<file path="config.mk">
export PLATFORM = sky130hd
export DESIGN_NAME = cies_core
export DESIGN_NICKNAME = d
export VERILOG_FILES = /design/src/pkg/cies_pkg.sv /design/src/logic/cies_stack.sv /design/src/logic/cies_core.sv
export SDC_FILE = /design/constraint.sdc
export NUM_CORES = 1
export LEC_CHECK = 0
export ABC_AREA = 1
export BUFFER_PORTS_ARGS = -buffer_cell sky130_fd_sc_hd__buf_2
export CAP_MARGIN = 0
export CORE_ASPECT_RATIO = 1.4
export CORE_MARGIN = 2
export CORE_UTILIZATION = 40
export DETAILED_ROUTE_END_ITERATION = 8
export GPL_TIMING_DRIVEN = 0
export PLACE_DENSITY = 0.58
export SLEW_MARGIN = 5
export SYNTH_ARGS = -nofsm -noshare
export SYNTH_HDL_FRONTEND = slang
export SYNTH_HIERARCHICAL = 1
export SYNTH_SLANG_ARGS = --single-unit
</file>
<file path="constraint.sdc">
create_clock -name i_mclk -period 2.65 [get_ports i_mclk]
set_input_delay 0.265 -clock i_mclk [delete_from_list [all_inputs] [get_ports i_mclk]]
set_output_delay 0.265 -clock i_mclk [all_outputs]
set_load 0.1 [all_outputs]
</file>
<file path="src/pkg/cies_pkg.sv">
// constants and types for the instruction execute subset
package cies_pkg;
   localparam int DATA_W          = 8;
   localparam int FADDR_W         = 7;
   localparam int PC_W            = 13;
   localparam int STACK_DEPTH     = 8;
   localparam int WDT_W           = 8;
   localparam int PRESC_W         = 8;
   localparam logic [7:0] WDT_CLEAR_VAL   = 8'h00;
   localparam logic [7:0] PRESC_CLEAR_VAL = 8'h00;
   localparam int RETURN_CYCLES   = 2;
   // status flag reset values and destination select codes
   localparam logic PWRDN_RESET_VAL = 1'b1;
   localparam logic WDEXP_RESET_VAL = 1'b1;
   localparam logic C_RESET_VAL   = 1'b0;
   localparam logic DC_RESET_VAL  = 1'b0;
   localparam logic Z_RESET_VAL   = 1'b0;
   localparam logic DEST_ACC      = 1'b0;
   localparam logic DEST_FILE     = 1'b1;
   // operation codes presented by the decode stage
   typedef enum logic [3:0] {
      CIES_OP_NONE,
      CIES_OP_POWER_DOWN,
      CIES_OP_RETURN,
      CIES_OP_SUB_ACC_FROM_LITERAL,
      CIES_OP_ROTATE_RIGHT_VIA_CARRY,
      CIES_OP_SUB_ACC_FROM_FILE,
      CIES_OP_NIBBLE_EXCHANGE,
      CIES_OP_XOR_LITERAL_INTO_ACC,
      CIES_OP_XOR_ACC_WITH_FILE
   } cies_op_t;
endpackage

</file>
<file path="src/logic/cies_stack.sv">
// hardware return stack with registered top entry
`timescale 1ns/1ps
module cies_stack #(
   parameter int WIDTH = 13,
   parameter int DEPTH = 8
) (
   input  wire logic             i_mclk,
   input  wire logic             i_rst,
   input  wire logic             i_push,
   input  wire logic [WIDTH-1:0] i_push_data,
   input  wire logic             i_pop,
   output logic      [WIDTH-1:0] o_top
);
   localparam int PW = $clog2(DEPTH);
   logic [WIDTH-1:0] mem [DEPTH];
   logic [PW-1:0]    ptr_reg;
   wire  [PW-1:0]    top_idx = ptr_reg - 1'b1;

   initial begin
      if (DEPTH < 2 || (DEPTH & (DEPTH - 1)) != 0) $error("stack depth must be a power of two");
   end

   // circular pointer: wraps silently on overflow and on underflow
   always_ff @(posedge i_mclk or posedge i_rst) begin
      if (i_rst) begin
         ptr_reg <= '0;
      end else if (i_push) begin
         ptr_reg <= ptr_reg + 1'b1;
      end else if (i_pop) begin
         ptr_reg <= top_idx;
      end
   end

   // entry storage, no reset needed
   always_ff @(posedge i_mclk) begin
      if (i_push) begin
         mem[ptr_reg] <= i_push_data;
      end
   end

   // top entry captured on the pop edge and held, so it still stands when the load pulse comes
   always_ff @(posedge i_mclk or posedge i_rst) begin
      if (i_rst) begin
         o_top <= '0;
      end else if (i_pop) begin
         o_top <= mem[top_idx];
      end
   end
endmodule

</file>
<file path="src/logic/cies_core.sv">
// execute stage for power-down, return, subtract, rotate, swap and xor operations
// Functional notes
// RULE_01 - power-down clears power-down flag, sets watchdog-expiry flag, leaves others alone
// RULE_02 - power-down clears watchdog counter and its prescaler
// RULE_03 - power-down halts the core after flag and watchdog update
// RULE_04 - while halted the oscillator enable is low
// RULE_05 - return pops stack into program counter, no flags, two cycles
// RULE_06 - literal minus accumulator into accumulator, updates carry, nibble-carry, zero
// RULE_07 - rotate right through carry, only carry flag changes
// RULE_08 - file minus accumulator to chosen destination, updates carry, nibble-carry, zero
// RULE_09 - nibble exchange to chosen destination, no flags change
// RULE_10 - literal xor accumulator into accumulator, zero flag only
// RULE_11 - file xor accumulator to chosen destination, zero flag only
// RULE_12 - destination bit 0 selects accumulator, 1 selects file register
// RULE_13 - file address is 7 bits, literal is 8 bits
// RULE_14 - zero on zero result; subtraction carries mean no borrow
`timescale 1ns/1ps
module cies_core
   import cies_pkg::*;
#(
   parameter int STACK_DEPTH_P = cies_pkg::STACK_DEPTH
) (
   input  wire logic                          i_mclk,
   input  wire logic                          i_rst,
   input  wire logic                          i_valid,
   input  wire cies_pkg::cies_op_t            i_op,
   input  wire logic [cies_pkg::FADDR_W-1:0]  i_faddr,
   input  wire logic                          i_dest,
   input  wire logic [cies_pkg::DATA_W-1:0]   i_literal,
   input  wire logic [cies_pkg::DATA_W-1:0]   i_file_rdata,
   input  wire logic                          i_call,
   input  wire logic [cies_pkg::PC_W-1:0]     i_call_ret_pc,
   input  wire logic                          i_wake,
   input  wire logic                          i_wdt_tick,
   output logic                               o_ready,
   output logic [cies_pkg::FADDR_W-1:0]       o_file_addr,
   output logic                               o_file_we,
   output logic [cies_pkg::DATA_W-1:0]        o_file_wdata,
   output logic [cies_pkg::DATA_W-1:0]        o_acc,
   output logic                               o_flag_c,
   output logic                               o_flag_dc,
   output logic                               o_flag_z,
   output logic                               o_power_down_flag,
   output logic                               o_watchdog_expiry_flag,
   output logic [cies_pkg::WDT_W-1:0]         o_watchdog_counter,
   output logic [cies_pkg::PRESC_W-1:0]       o_wdt_prescaler,
   output logic                               o_pc_load,
   output logic [cies_pkg::PC_W-1:0]          o_pc_value,
   output logic                               o_halted,
   output logic                               o_osc_enable
);
   import cies_pkg::*;

   typedef enum logic [1:0] {CIES_RUN, CIES_RET_WAIT, CIES_HALT} cies_state_t;

   cies_state_t          state_reg;
   cies_state_t          state_next;
   logic [DATA_W-1:0]    acc_reg;
   logic                 c_reg;
   logic                 dc_reg;
   logic                 z_reg;
   logic                 pwrdn_reg;
   logic                 wdexp_reg;
   logic [WDT_W-1:0]     wdt_reg;
   logic [PRESC_W-1:0]   presc_reg;
   logic [FADDR_W-1:0]   faddr_reg;
   logic                 fwe_reg;
   logic [DATA_W-1:0]    fwdata_reg;
   logic                 pc_load_reg;
   logic [PC_W-1:0]      stack_top;

   initial begin
      if (STACK_DEPTH_P < 2) $error("stack depth too small");
   end

   // an operation is taken only while running
   wire run     = (state_reg == CIES_RUN);
   wire take    = run && i_valid;
   wire is_halt = take && (i_op == CIES_OP_POWER_DOWN);
   wire is_ret  = take && (i_op == CIES_OP_RETURN);
   wire is_subl = take && (i_op == CIES_OP_SUB_ACC_FROM_LITERAL);
   wire is_rrf  = take && (i_op == CIES_OP_ROTATE_RIGHT_VIA_CARRY);
   wire is_subf = take && (i_op == CIES_OP_SUB_ACC_FROM_FILE);
   wire is_swap = take && (i_op == CIES_OP_NIBBLE_EXCHANGE);
   wire is_xorl = take && (i_op == CIES_OP_XOR_LITERAL_INTO_ACC);
   wire is_xorf = take && (i_op == CIES_OP_XOR_ACC_WITH_FILE);
   wire is_file = is_rrf || is_subf || is_swap || is_xorf;
   wire is_sub  = is_subl || is_subf;

   // subtraction as a + ~acc + 1, carry out means no borrow
   wire [DATA_W-1:0] sub_a     = is_subl ? i_literal : i_file_rdata;             // see RULE_13
   wire [DATA_W:0]   sub_full  = {1'b0, sub_a} + {1'b0, ~acc_reg} + 9'h001;     // see RULE_06 see RULE_08
   wire [4:0]        sub_low   = {1'b0, sub_a[3:0]} + {1'b0, ~acc_reg[3:0]} + 5'h01;
   wire              sub_c     = sub_full[DATA_W];                               // see RULE_14
   wire              sub_dc    = sub_low[4];                                     // see RULE_14

   // result of the file and literal operations
   wire [DATA_W-1:0] rrf_res   = {c_reg, i_file_rdata[DATA_W-1:1]};              // see RULE_07
   wire [DATA_W-1:0] swap_res  = {i_file_rdata[3:0], i_file_rdata[7:4]};         // see RULE_09
   wire [DATA_W-1:0] xorl_res  = acc_reg ^ i_literal;                            // see RULE_10
   wire [DATA_W-1:0] xorf_res  = acc_reg ^ i_file_rdata;                         // see RULE_11
   wire [DATA_W-1:0] result    = is_sub  ? sub_full[DATA_W-1:0] :
                                 is_rrf  ? rrf_res :
                                 is_swap ? swap_res :
                                 is_xorl ? xorl_res : xorf_res;
   wire              res_zero  = (result == '0);                                 // see RULE_14

   // destination select for file operands
   wire to_file = is_file && (i_dest == DEST_FILE);                              // see RULE_12
   wire to_acc  = is_subl || is_xorl || (is_file && (i_dest == DEST_ACC));       // see RULE_12

   // state sequencing: return holds one extra cycle, power-down halts until wake
   always_comb begin
      state_next = state_reg;
      unique case (state_reg)
         CIES_RUN: begin
            if (is_ret) begin
               state_next = CIES_RET_WAIT;                                       // see RULE_05
            end else if (is_halt) begin
               state_next = CIES_HALT;                                           // see RULE_03
            end
         end
         CIES_RET_WAIT: begin
            state_next = CIES_RUN;
         end
         CIES_HALT: begin
            if (i_wake) begin
               state_next = CIES_RUN;
            end
         end
      endcase
   end

   // state register
   always_ff @(posedge i_mclk or posedge i_rst) begin
      if (i_rst) begin
         state_reg <= CIES_RUN;
      end else begin
         state_reg <= state_next;
      end
   end

   // accumulator and arithmetic flags
   always_ff @(posedge i_mclk or posedge i_rst) begin
      if (i_rst) begin
         acc_reg <= '0;
         c_reg   <= C_RESET_VAL;
         dc_reg  <= DC_RESET_VAL;
         z_reg   <= Z_RESET_VAL;
      end else begin
         if (to_acc) begin
            acc_reg <= result;                                                   // see RULE_12
         end
         if (is_sub) begin
            c_reg <= sub_c;                                                      // see RULE_06 see RULE_08
            dc_reg <= sub_dc;
         end else if (is_rrf) begin
            c_reg <= i_file_rdata[0];                                            // see RULE_07
         end
         if (is_sub || is_xorl || is_xorf) begin
            z_reg <= res_zero;                                                   // see RULE_10 see RULE_11
         end
      end
   end

   // power-down status and watchdog
   always_ff @(posedge i_mclk or posedge i_rst) begin
      if (i_rst) begin
         pwrdn_reg <= PWRDN_RESET_VAL;
         wdexp_reg <= WDEXP_RESET_VAL;
         wdt_reg   <= WDT_CLEAR_VAL;
         presc_reg <= PRESC_CLEAR_VAL;
      end else if (is_halt) begin
         pwrdn_reg <= 1'b0;                                                      // see RULE_01
         wdexp_reg <= 1'b1;                                                      // see RULE_01
         wdt_reg   <= WDT_CLEAR_VAL;                                             // see RULE_02
         presc_reg <= PRESC_CLEAR_VAL;                                           // see RULE_02
      end else if (i_wdt_tick) begin
         {wdt_reg, presc_reg} <= {wdt_reg, presc_reg} + 16'h0001;
      end
   end

   // file write-back and program counter load
   always_ff @(posedge i_mclk or posedge i_rst) begin
      if (i_rst) begin
         faddr_reg   <= '0;
         fwe_reg     <= 1'b0;
         fwdata_reg  <= '0;
         pc_load_reg <= 1'b0;
      end else begin
         fwe_reg     <= to_file;                                                 // see RULE_12
         pc_load_reg <= (state_reg == CIES_RET_WAIT);                            // see RULE_05
         if (to_file) begin
            faddr_reg  <= i_faddr;                                               // see RULE_13
            fwdata_reg <= result;
         end
      end
   end

   // return stack, popped when the return is taken
   cies_stack #(
      .WIDTH (PC_W),
      .DEPTH (STACK_DEPTH_P)
   ) u_stack (
      .i_mclk      (i_mclk),
      .i_rst       (i_rst),
      .i_push      (i_call && run),
      .i_push_data (i_call_ret_pc),
      .i_pop       (is_ret),                                                     // see RULE_05
      .o_top       (stack_top)
   );

   // outputs
   assign o_ready                = run;
   assign o_file_addr            = faddr_reg;                                    // write address stands with o_file_we, see RULE_12
   assign o_file_we              = fwe_reg;
   assign o_file_wdata           = fwdata_reg;
   assign o_acc                  = acc_reg;
   assign o_flag_c               = c_reg;
   assign o_flag_dc              = dc_reg;
   assign o_flag_z               = z_reg;
   assign o_power_down_flag      = pwrdn_reg;
   assign o_watchdog_expiry_flag = wdexp_reg;
   assign o_watchdog_counter     = wdt_reg;
   assign o_wdt_prescaler        = presc_reg;
   assign o_pc_load              = pc_load_reg;
   assign o_pc_value             = stack_top;
   assign o_halted               = (state_reg == CIES_HALT);                     // see RULE_03
   assign o_osc_enable           = (state_reg != CIES_HALT);                     // see RULE_04
endmodule

</file>
After elaboration in Yosys (flattened, before gate mapping):

Memories as Yosys holds them, arrays and structs flattened. A register that Yosys moved wholly into a read port is not among the register bits.
Index checks and enable logic that the tools add are counted.

* register bits: 50
* memory bits (writable): 104
* input bits: 47
* word-level logic and storage cells: 84
* memories: 1

* add/sub/neg operators: 7
* equal/unequal tests: 13
* muxes and demuxes: 19
* bitwise logic cells: 5
* reductions and logical operators: 26

Memory list
* u_stack.mem: depth 8, bits a word 13, read ports 1, clocked after memory_dff 1, write ports 1, line cies_stack.sv:15 `logic [WIDTH-1:0] mem [DEPTH];`

Operator list (number)
* 2-to-1 mux 8 bit: 9
* adder 16 x 1 -> 16 bit, second input constant: 1
* == test 4 x 3 -> 1 bit, second input constant: 4
* XOR 8 bit: 2
* logical AND 1 bit: 12
* adder 8 x 8 -> 9 bit: 1
* adder 9 x 1 -> 9 bit, second input constant: 1
* == test 4 x 2 -> 1 bit, second input constant: 2
* logical NOT 8 bit: 1
* logical OR 1 bit: 8
* NOT 8 bit: 1
* 2-to-1 mux 2 bit: 3
* 2-to-1 mux 3 bit: 2
* case mux 2 bit (3 select lines): 1
* nonzero test 2 bit: 3
* adder 4 x 4 -> 5 bit: 1
* adder 5 x 1 -> 5 bit, second input constant: 1
* == test 4 x 1 -> 1 bit, second input constant: 1
* == test 4 bit, second input constant: 1
* 2-to-1 mux 1 bit: 4
* inequality test 2 bit, second input constant: 2
* NOT 4 bit: 1
* adder 3 x 1 -> 3 bit, second input constant: 1
* inequality test 3 x 1 -> 1 bit, second input constant: 1
* 6 further kinds: 6

Logic depth before layout (Yosys ltp):

Gate-level depths: netlist of run 1.

* depth in word-level cells: 8
* depth in mapped cells: 21
* depth with buffers taken out: 21

By module:

The synthesis of run 1 kept the hierarchy.

By module, submodules not included
* cies_stack: instances 1, cells each 488, area an instance 5111.2 um2, sequential area each 3523.4 um2
* cies_core: instances 1, cells each 436, area an instance 3139.3 um2, sequential area each 1177.4 um2

Least setup slack after synthesis of run 1:

No wires, ideal clock.

* path type: register -> register
* start: reg state_reg[0]
* end: reg z_reg (netlist: o_flag_z)
* library setup time: 0.068 ns
* data arrival time: 3.519 ns
* data required time: 2.582 ns
* slack: -0.936 ns
* stages on the path, launching flop included: 20
* period minus slack after synthesis: 3.586 ns
* path through: dfrtp_1 -> inv_1 -> ha_1 -> nand2_2 -> inv_4 -> nand3_4 -> clkbuf_1 -> o21ai_0 -> ha_1 -> inv_1 -> fa_1 -> nand3_1 -> nand2_1 -> xnor2_1 -> nand2_2 -> a21oi_2 -> nand3_1 -> nor2_1 -> nand2_1 -> nand2_1

* longest elaborated chain between the ends: 8

RTL lines
* start: declaration: line cies_core.sv:56 `cies_state_t state_reg;`
* start signal: assignment: line cies_core.sv:139 `state_reg <= state_next;`
* logical NOT 2 bit (*): line cies_core.sv:77 `wire run = (state_reg == CIES_RUN);`
* via o_ready: line cies_core.sv:35 `output logic o_ready,`
* logical AND 1 bit (*): line cies_core.sv:78 `wire take = run && i_valid;`
* logical AND 1 bit (on tied branches): line cies_core.sv:81, cies_core.sv:85
* 2-to-1 mux 8 bit (on tied branches): line cies_core.sv:91, cies_core.sv:105
* adder 8 x 8 -> 9 bit / 2-to-1 mux 8 bit (equally long branches): line cies_core.sv:92, cies_core.sv:104
* adder 9 x 1 -> 9 bit / 2-to-1 mux 8 bit (equally long branches): line cies_core.sv:92, cies_core.sv:103
* 2-to-1 mux 8 bit: line cies_core.sv:102 `wire [DATA_W-1:0] result = is_sub ? sub_full[DATA_W-1:0] :`
* logical NOT 8 bit: line cies_core.sv:106 `wire res_zero = (result == '0);`
* end signal: assignment: line cies_core.sv:161 `z_reg <= res_zero;`
* end: declaration: line cies_core.sv:61 `logic z_reg;`

The timed path passes the listed nets; every way through them passes the cells marked *.
A chain may end at the register's enable or synchronous reset.

Worst setup path after layout of run 1:

* start: reg state_reg[0]
* end: reg z_reg (netlist: o_flag_z)

* longest elaborated chain between the ends: 8

RTL lines (line)
* logical NOT 2 bit (*): cies_core.sv:77
* logical AND 1 bit (*): cies_core.sv:78
* logical AND 1 bit (on tied branches): cies_core.sv:81, cies_core.sv:85
* 2-to-1 mux 8 bit (on tied branches): cies_core.sv:91, cies_core.sv:105
* adder 8 x 8 -> 9 bit / 2-to-1 mux 8 bit (equally long branches): cies_core.sv:92, cies_core.sv:104
* adder 9 x 1 -> 9 bit / 2-to-1 mux 8 bit (equally long branches): cies_core.sv:92, cies_core.sv:103
* 2-to-1 mux 8 bit: cies_core.sv:102
* logical NOT 8 bit: cies_core.sv:106

Every way passes the cells marked *; elsewhere a longest branch is shown, timed or not.

==> metrics, run 1 <==
status completed; minimum clock period 2628 ps; I/O pin cnt 109; Synth top area share 37.85%; final net count approximately 1100; FF+latch count, synth 167; proportion of layout cells with a drive suffix above 1 25.11%; largest net degree at the start of global routing 30; RSZ-0062 raised after global routing yes; Cells on Worst Hold Path 3; antenna violations before repair 0; synth warn 6; DRC errors left 0; clk slew on worst S/H paths roughly 60 ps; R2R Path Start state_reg[0]; Hold WC Path Type in2reg; PD cells 1289 mW/mm²; CP bufs+invs 4; CP endpoint kind flop; Routed WL 21950 µm; DIE AREA 0.02181 mm²; CTS tree done; Reg2Reg Depth 20; Critical-path top delay cell dfrtp_1; most common cell in the netlist nand2_1; biggest regs u_stack/mem: 104 flops, u_stack/o_top: 13 flops; type of origin of the critical path flop; CTS Root Buffer Type clkbuf_16; Synth Area per Inst 8.929 µm²; Post-Synthesis Cell Area 0.008250 mm²; met2 WL between 10000 and 15000 µm; DR vias 6565; via/cell ratio 4.874; Detail Placement HPWL 15370 µm; PortBufs 106; DRT antenna net count 0; async set-reset flop share out of synthesis 37.72%; Fillers 1953; Mapped Nets 986; Max-Cap Viols 0; final total power 13.19 mW; Top Family by Delay on Critical Path simple AND/OR/NAND/NOR gates; starting density of the core 40.44%; register with the most flip-flops u_stack/mem; Post-synth top cells 282 x nand2_1, 145 x inv_1, 116 x nand3_1; Worst Skew 9.305 ps; setup violators final 0; CTS max path bufs 2; Area contributors post-synth edfxtp_1 38%, dfrtp_1 19%, nand2_1 13%, nand3_1 7.0%, inv_1 6.6%; Peak VDD IR ~1.1 mV; first-pass GRT wire length 34980 µm; highest routed metal layer met4; Lkg Pwr 4.985 nW; Req. time, crit path 3010 ps; n_diodes 0; Final Max Tran Viols 0; worst endpoint data arrival time between 2000 and 3000 ps; GRT Util Overall 20.90%; Die Y 173.9 µm; worst-path cell chain inv_2 > ha_4 > nand2_4 > clkinv_4 > nand3_4 > buf_8 > buf_8 > o21ai_4 > ha_4 > a21oi_4 > nor2_4 > a211oi_4 > nand2_1 > nand2_1 > nand2_1 > nand2_2 > nand2_2 > nor2_1 > nand2_1 > nand2_1; reg2reg setup slack 20 ps; synth unique cells 47; First DRT Iteration DRCs 396; Crit Path Max Fanout 6; GPL Wtd Cong roughly 0.87; Hold Fails Final Rpt 0; hold slack ~31 ps; Synth Instances 924; Core Region 0.02040 mm²; clock latency on the worst-skew pair 430 ps; Tcrit/Tclk final between 90% and 100%; Std-Cell Rows 62; Post-synth top flop edfxtp_1; FF-to-FF End o_flag_z; crit-path max cell delay 390 ps; TritonCTS Buffers 17; Worst Hold End o_file_addr[6]; crit path kind reg2reg; met3 wire length approximately 1100 µm; max FFs per register 104; Hold Path Origin i_faddr[6]; register area share after synthesis 56.98%; fmax 0.3805 GHz; Max transition margin 36.15%; CTS H-tree depth 4; GR Overflow Total 0; Layout area overhead 23.96%; CTS sink count 167; chip width 125.4 µm; CP dominant cell by count nand2_1; Post-synth EDFFs 104; Pre-antenna DRT Iters 5; vias in the first global route 6461; DR WL/cell between 15 and 20 µm; Slew @ Worst Pin roughly 960 ps; met1 WL 8746 µm; Synth area leader edfxtp_1
-- per-stage QoR --
step,setup TNS (ps),instance area (µm²),std cells,worst slack [ps],util [%]
2_1_floorplan,-523.2,8305,924,-168.8,-
3_3_place_gp,-6351,9156,1286,-361.0,44.88
3_5_place_dp,-2154,9238,1290,-366.4,45.28
4_1_cts,-11.98,10070,1341,-11.98,49.37
5_1_grt,-252.2,10230,1347,-94.59,50.13
6_report,0,10230,1347,21.61,50.13
-- per-layer routing --
metal,vias to the layer above,GRT usage [%]
li1,3286,-
met1,3028,24.36
met4,0,8.241
met2,217,37.50
met5,-,0
met3,34,4.309
-- placed cells by master (no fill, tap or decap), types with 4 or more instances in the layout --
cell	n
clkbuf_16	17
a21oi_1	19
o21ai_1	11
buf_4	25
nand3_1	112
ha_4	4
edfxtp_1	104
a31oi_1	4
dfrtp_1	62
nand3_2	8
clkbuf_1	7
nand2_2	19
buf_6	4
nor2_2	11
a21oi_2	5
buf_2	123
buf_8	4
inv_2	7
inv_1	141
or2_2	4
nand4_1	6
ha_1	9
nor2_1	22
nand2_1	274
o21ai_0	17
nor3_1	6
-- where the power goes --
| group | internal [mW] | switching, mW | leakage (nW) | total [mW] |
|---|---|---|---|---|
| clock | 1.54 | 1.00 | 0.295 | 2.54 |
| sequential | 3.31 | 0.303 | 1.74 | 3.61 |
| combinational | 1.68 | 5.36 | 2.95 | 7.04 |
| total | 6.52 | 6.66 | 4.98 | 13.2 |
-- worst max-delay path by stage --
stage | to | depth (start not counted) | from | slack, ps
2_1_floorplan | o_flag_z | 19 | state_reg[1] | -170
3_3_place_gp | o_flag_z | 19 | state_reg[1] | -360
3_5_place_dp | o_flag_z | 19 | state_reg[1] | -370
4_1_cts | o_flag_z | 19 | state_reg[0] | -10
5_1_grt | o_flag_z | 19 | state_reg[0] | -90
6_report | o_flag_z | 20 | state_reg[0] | 20
-- worst reg2reg max path, stage by stage, from the launching register on --
cell and delay [ps]:
dfrtp_1 390, inv_2 80, ha_4 160, nand2_4 60, clkinv_4 50, nand3_4 80, buf_8 160, buf_8 140
o21ai_4 180, ha_4 240, a21oi_4 190, nor2_4 60, a211oi_4 210, nand2_1 70, nand2_1 70, nand2_1 60
nand2_2 100, nand2_2 70, nor2_1 80, nand2_1 60, nand2_1 50
-- cells by family (layout without fill, tap and decap cells) --
kind of cell / after synthesis / after routing / synth area share (%)
buf+inv: 183 / 350 / 9.099
xor+xnor: 7 / 7 / 0.9253
simple gates: 475 / 475 / 25.28
compound gates: 75 / 75 / 5.035
other cells: 1 / 1 / 0.04545
flops: 167 / 167 / 56.98
fa+ha+maj: 15 / 15 / 2.366
mux: 1 / 1 / 0.2730
-- final cells by class --
cell class                 count  area [µm²]  area share (%)
buffer                        32       192.7           1.884
clock buffer                  21       460.4           4.502
clock inverter                11       146.4           1.431
inverter                     151       574.3           5.615
multi-input combinational    574        3030           29.63
sequential                   167        4701           45.96
tap                          256       320.3           3.132
timing repair buffer         135       802.0           7.842
-- repair_timing --
action                     CTS  global route
buffers inserted            18             6
hold buffers                 1             0
hold endpoints to repair    17             0
resized for setup           23            28
setup endpoints to repair   13            20
pin swaps                   20            17
No activity file was read; power rests on OpenSTA's default activity.
==> inputs of run 2 (changes only) <==
Settings changed: CORE_MARGIN 2 to 1.5, SYNTH_HIERARCHICAL 1 to default.
==> run 2 against run 1 <==
Effect of this change: the run now ends with setup timing left; cell area is 6.5% lower; routed wire length is 1.8% lower; final cell count is 10% lower; clock power decreased by 6%; via count shrank 4.8%; first-iteration DRC count rose by 13%; critical path depth down 2; highest routed layer unchanged.
==> metrics, run 2 <==
status complete, but fails checks; failing checks setup timing; Hold Fails Final Rpt 0; Sw Pwr slightly below 7 mW; CP endpoint kind flop; switching share of power 52.33%; register with the most flip-flops u_stack.mem; vias in the first global route 6194; proportion of layout cells with a drive suffix above 1 24.09%; Peak VDD IR 0.6423 mV; Area contributors post-synth edfxtp_1 40%, dfrtp_1 20%, nand2_1 7.9%, nor2_1 5.6%, o21ai_0 4.2%; Post-synth EDFFs about 100; crit-path max cell delay 390 ps; PD cells 1377 mW/mm²; worst endpoint data arrival time roughly 3100 ps; CTS Root Buffer Type clkbuf_16; Layout area overhead 22.74%; DRC errors left 0; Final Max Tran Viols 0; DIE AREA 0.02034 mm²; Post-Synth Adder-Cell Area roughly 2.5%; Mapped Nets 862; RSZ-0062 raised after global routing yes; GRT Util Overall 21.73%; async set-reset flop share out of synthesis 37.72%; DR vias 6247; Critical-path top delay cell dfrtp_1; Hold WC Path Type in2reg; share of synthesized area spent on multiplexers less than 1%; CTS H-tree depth 4; CTS sink count approximately 170; xor/xnor share of the synthesized area 0.7869%; Synth Area per Inst 9.739 µm²; Std-Cell Rows 60; clock network power share 18.1%; chip width 121.0 µm; FF+latch count, synth 167; DR WL/cell 17.85 µm; Slew @ Worst Pin 976.8 ps; Synth top area share 40.08%; Tcrit/Tclk final 103.0%; DRT antenna net count 0; Detail Placement HPWL 14930 µm; Synth Area in Simple Gates about a fifth; GR Overflow Total 0; PortBufs 107; largest net degree at the start of global routing 56; compound-cell area share of the yosys netlist 11.43%; setup violators final 2; most frequent cells in the layout 159 x nand2_1, 114 x buf_2, 108 x nor2_1; starting density of the core 40.70%; Post-Synthesis Cell Area 0.007791 mm²; Routed WL 21550 µm; CTS tree done; synth warn 0; largest family of logic cells by synthesized area simple AND/OR/NAND/NOR gates; Lkg Pwr 4.139 nW; clk slew on worst S/H paths around 70 ps; TritonCTS Buffers 17; clock latency on the worst-skew pair approximately 430 ps; max FFs per register ~100; GPL Wtd Cong ~0.91; Worst Skew 14.26 ps; antenna violations before repair 0; Max transition margin 34.81%; Fillers 1853; worst slack, placed -455.0 ps; biggest regs u_stack.mem: 104 flops, u_stack.o_top: 13 flops; CTS max path bufs 2; Max-Cap Viols 0; part of the power in registers between 20% and 30%; final net count 1008; worst-path cell chain inv_2 > ha_4 > nand2_4 > nor2_4 > buf_6 > nand2_8 > o21ai_2 > ha_2 > inv_2 > fa_2 > a31o_4 > xor2_2 > nand2_1 > nand2_2 > nand2_2 > nor2_1 > nand3_1 > nand2_1; I/O pin cnt roughly 110; Post-synth top flop edfxtp_1; most common cell in the netlist nand2_1; Synth Instances 800; Pre-antenna DRT Iters 6; crit path kind reg2reg; hold slack 21.45 ps; Crit Path Max Fanout 6; Core Region 0.01914 mm²; Comb power frac 53.7%; synth unique cells 47; placed cells 1159; n_diodes 0; Req. time, crit path 3030 ps; most common cell after layout, fill and taps aside nand2_1; type of origin of the critical path flop; via/cell ratio 5.176; register area share after synthesis 60.33%; final total power 13.17 mW; slack of the critical path -78.98 ps; minimum clock period 2729 ps; fmax ~0.37 GHz; Finished Layout Cells 1207; Die Y 168.1 µm; Synth area leader edfxtp_1; first-pass GRT wire length 33000 µm; Internal Power 6.279 mW; Post-synth top cells 164 x nand2_1, 117 x nor2_1, 104 x edfxtp_1; First DRT Iteration DRCs 446; post-route setup TNS -84.88 ps
-- run 2: layout make-up --
type                            count  area (µm²)  area share (%)
Multi-Input combinational cell    530        2815           29.44
Timing Repair Buffer              128       734.5           7.680
Sequential cell                   167        4701           49.16
Buffer                             32       166.4           1.740
Clock buffer                       22       464.2           4.854
Inverter                           70       274.0           2.865
Clock inverter                     10       97.59           1.021
Tap cell                          248       310.3           3.245
-- run 2: worst paths after layout --
path,startpoint,endpoint,slack (ps),depth (start not counted)
setup / recovery,state_reg[1],o_flag_z,-80,18
setup reg to reg,state_reg[1],o_flag_z,-80,18
min in group asynchronous,i_rst,u_stack.o_top[2],290,3
max in group asynchronous,i_rst,o_file_addr[5],1820,4
hold reg to reg,o_power_down_flag,o_power_down_flag,450,2
hold / removal,i_faddr[0],o_file_addr[0],20,3
-- run 2: critical path, delay by kind of cell (launching register included) --
family,cells,cell delay (ps)
XOR/XNOR,1,190
AND/OR/NAND/NOR,9,740
flip-flops,1,390
AO/OA/AOI/OAI,2,380
buffers and inverters,3,280
adder cells (fa/ha/maj),3,700
-- run 2: repair_timing --
item                                   4_1_cts  5_1_grt
gates resized for setup                     21       19
setup endpoints to repair                   27       54
buffers inserted                             7        9
endpoints found under the hold margin        8        0
cloned                                       0        1
pin swaps                                    7        7
hold buffers                                 1        0
-- run 2: power groups by stage --
stage | Clock (mW) | Combinational (mW) | Sequential (mW)
final | 2.38 | 7.08 | 3.71
after global routing | 2.53 | 7.53 | 3.78
after CTS | 2.41 | 6.96 | 3.72
after detailed placement | 0 | 6.81 | 3.76
after global placement | 0 | 6.71 | 3.76
after floorplan | 0 | 2.59 | 6.34
-- run 2: cells by family after synthesis --
kind of cell,after synthesis
simple gates,356
flops,167
compound gates,147
buf+inv,104
fa+ha+maj,15
xor+xnor,7
mux,3
other cells,1
-- run 2: metal layers --
| layer | vias to the layer above | global-route usage, % | part of all wire [%] |
|---|---|---|---|
| li1 | 3025 | - | - |
| met1 | 2988 | 24.26 | 39 |
| met2 | 182 | 39.11 | 53 |
| met3 | 52 | 4.167 | 4.3 |
| met4 | 0 | 10.90 | 4.2 |
| met5 | - | 0 | 0 |
-- run 2: through the flow --
step,area [µm²],util (%)
3_5_place_dp,8773,45.83
3_3_place_gp,8682,45.35
6_report,9563,49.95
4_1_cts,9440,49.31
5_1_grt,9563,49.95
2_1_floorplan,7836,-
==> inputs of run 3 (changes only) <==
Settings changed: CORE_ASPECT_RATIO 1.4 to 1.2.
==> run 3 against run 2 <==
Effect of this change: highest routed layer unchanged; maximum frequency up 2.1%; cell area up 0.25%; die area about the same; the run still ends with setup timing left; first-iteration DRC count down 14%.
==> metrics, run 3 (synthesis results as in run 2) <==
GPL Wtd Cong 0.8639; vias in the first global route between 5000 and 6000; Die Y 155.9 µm; most common cell after layout, fill and taps aside nand2_1; GRT Util Overall 20.25%; clk slew on worst S/H paths about 70 ps; DR WL/cell ~17 µm; Lkg Pwr between 4 and 5 nW; Cell Area, Placed 0.008770 mm²; Worst Hold End o_file_addr[0]; final core occ 50.47%; Reg2Reg Depth 18; DIE AREA 0.02033 mm²; fin area 0.009587 mm²; First DRT Iteration DRCs between 300 and 400; Worst Skew between 10 and 15 ps; hold slack 33.98 ps; PD cells 1356 mW/mm²; Hold Path Origin i_faddr[0]; highest routed metal layer met4; Req. time, crit path 3000 ps; CTS Root Buffer Type clkbuf_16; R2R Path Start state_reg[1]; Critical-path top delay cell dfrtp_1; Detail Placement HPWL 13780 µm; reg2reg setup slack -20 ps; minimum clock period 2672 ps; final net count 1009; CTS sink count ~170; DRT antenna net count 0; worst-path cell chain inv_2 > ha_4 > nand2_4 > nor2_4 > buf_8 > nand2_8 > o21ai_2 > ha_2 > inv_2 > fa_2 > a31o_4 > xor2_1 > nand2_1 > nand2_2 > nand2_2 > nor2_2 > nand3_1 > nand2_1; Routed WL slightly above 20000 µm; Max-Cap Viols 0; Max transition margin 38.30%; FF-to-FF End o_flag_z; clock latency on the worst-skew pair 420 ps; chip width 130.4 µm; Hold WC Path Type in2reg; PortBufs 107; met3 wire length 1070 µm; Std-Cell Rows 55; first-pass GRT wire length 30820 µm; largest net degree at the start of global routing 43; DR vias 6218; Final Max Tran Viols 0; RSZ-0062 raised after global routing yes; via/cell ratio 5.113; worst slack, placed -374.2 ps; biggest regs u_stack.mem: 104 flops, u_stack.o_top: 13 flops; Hold Fails Final Rpt 0; failing checks setup timing; proportion of layout cells with a drive suffix above 1 24.38%; post-route setup TNS -22.29 ps; Slew @ Worst Pin approximately 900 ps; CTS H-tree depth 4; antenna violations before repair 0; max FFs per register 104; Crit Path Max Fanout 6; I/O pin cnt between 100 and 150; placed cells 1166; fmax around 0.37 GHz; crit path kind reg2reg; DRC errors left 0; CTS max path bufs 2; crit-path max cell delay 390 ps; CTS tree done; GR Overflow Total 0; n_diodes 0; register with the most flip-flops u_stack.mem; Cells on Worst Hold Path 3; Pre-antenna DRT Iters 5; Core Region ~0.019 mm²; Finished Layout Cells 1216; final total power 13.00 mW; starting density of the core 41.02%; CP endpoint kind flop; TritonCTS Buffers 17; met2 WL approximately 10000 µm; met1 WL between 8000 and 9000 µm; most frequent cells in the layout 159 x nand2_1, 113 x buf_2, 107 x nor2_1; setup violators final 1; Layout area overhead 23.04%; worst endpoint data arrival time 3030 ps; Peak VDD IR 0.6794 mV; status complete, but fails checks; Tcrit/Tclk final 100.8%; slack of the critical path -22.29 ps; type of origin of the critical path flop
## run 3: repair_timing
action / 4_1_cts / 5_1_grt
hold buffers: 1 / 0
pin swaps: 13 / 18
endpoints found under the hold margin: 20 / 0
endpoints found under the setup margin: 39 / 7
resized for setup: 20 / 16
setup buffers: 15 / 5
## run 3: where the power goes
| group | switching [mW] | internal [mW] |
|---|---|---|
| clock network | 1.08 | 1.32 |
| registers | 0.346 | 3.34 |
| logic | 5.36 | 1.55 |
| total | 6.78 | 6.22 |
## run 3: area by class of cell
class	count	area (µm²)
fill	1815	9407
inverter	70	271.5
clock buffer	18	429.2
tap	256	320.3
clock inverter	14	140.1
buffer	31	161.4
sequential	167	4701
timing repair buffer	131	773.2
multi-input combinational	529	2790
## run 3: per-layer routing
metal	up-vias	track usage, %
met3	21	4.218
met2	196	36.12
li1	3031	-
met5	-	0
met4	0	6.698
met1	2970	24.13
## run 3: worst max path at each step
stage	start	end	slack, ps	cells past startpoint
4_1_cts	state_reg[0]	o_flag_z	-10	19
5_1_grt	state_reg[1]	o_flag_z	-230	21
2_1_floorplan	state_reg[1]	o_flag_z	-200	19
3_3_place_gp	u_stack.ptr_reg[0]	u_stack.o_top[7]	-390	10
3_5_place_dp	u_stack.ptr_reg[0]	u_stack.o_top[3]	-370	10
6_report	state_reg[1]	o_flag_z	-20	18
## run 3: critical path, delay by kind of cell (launching register included)
family / cells / cell delay [ps]
AO/OA/AOI/OAI: 2 / 420
adder cells (fa/ha/maj): 3 / 730
buffers and inverters: 3 / 250
AND/OR/NAND/NOR: 9 / 690
flip-flops: 1 / 390
XOR/XNOR: 1 / 130
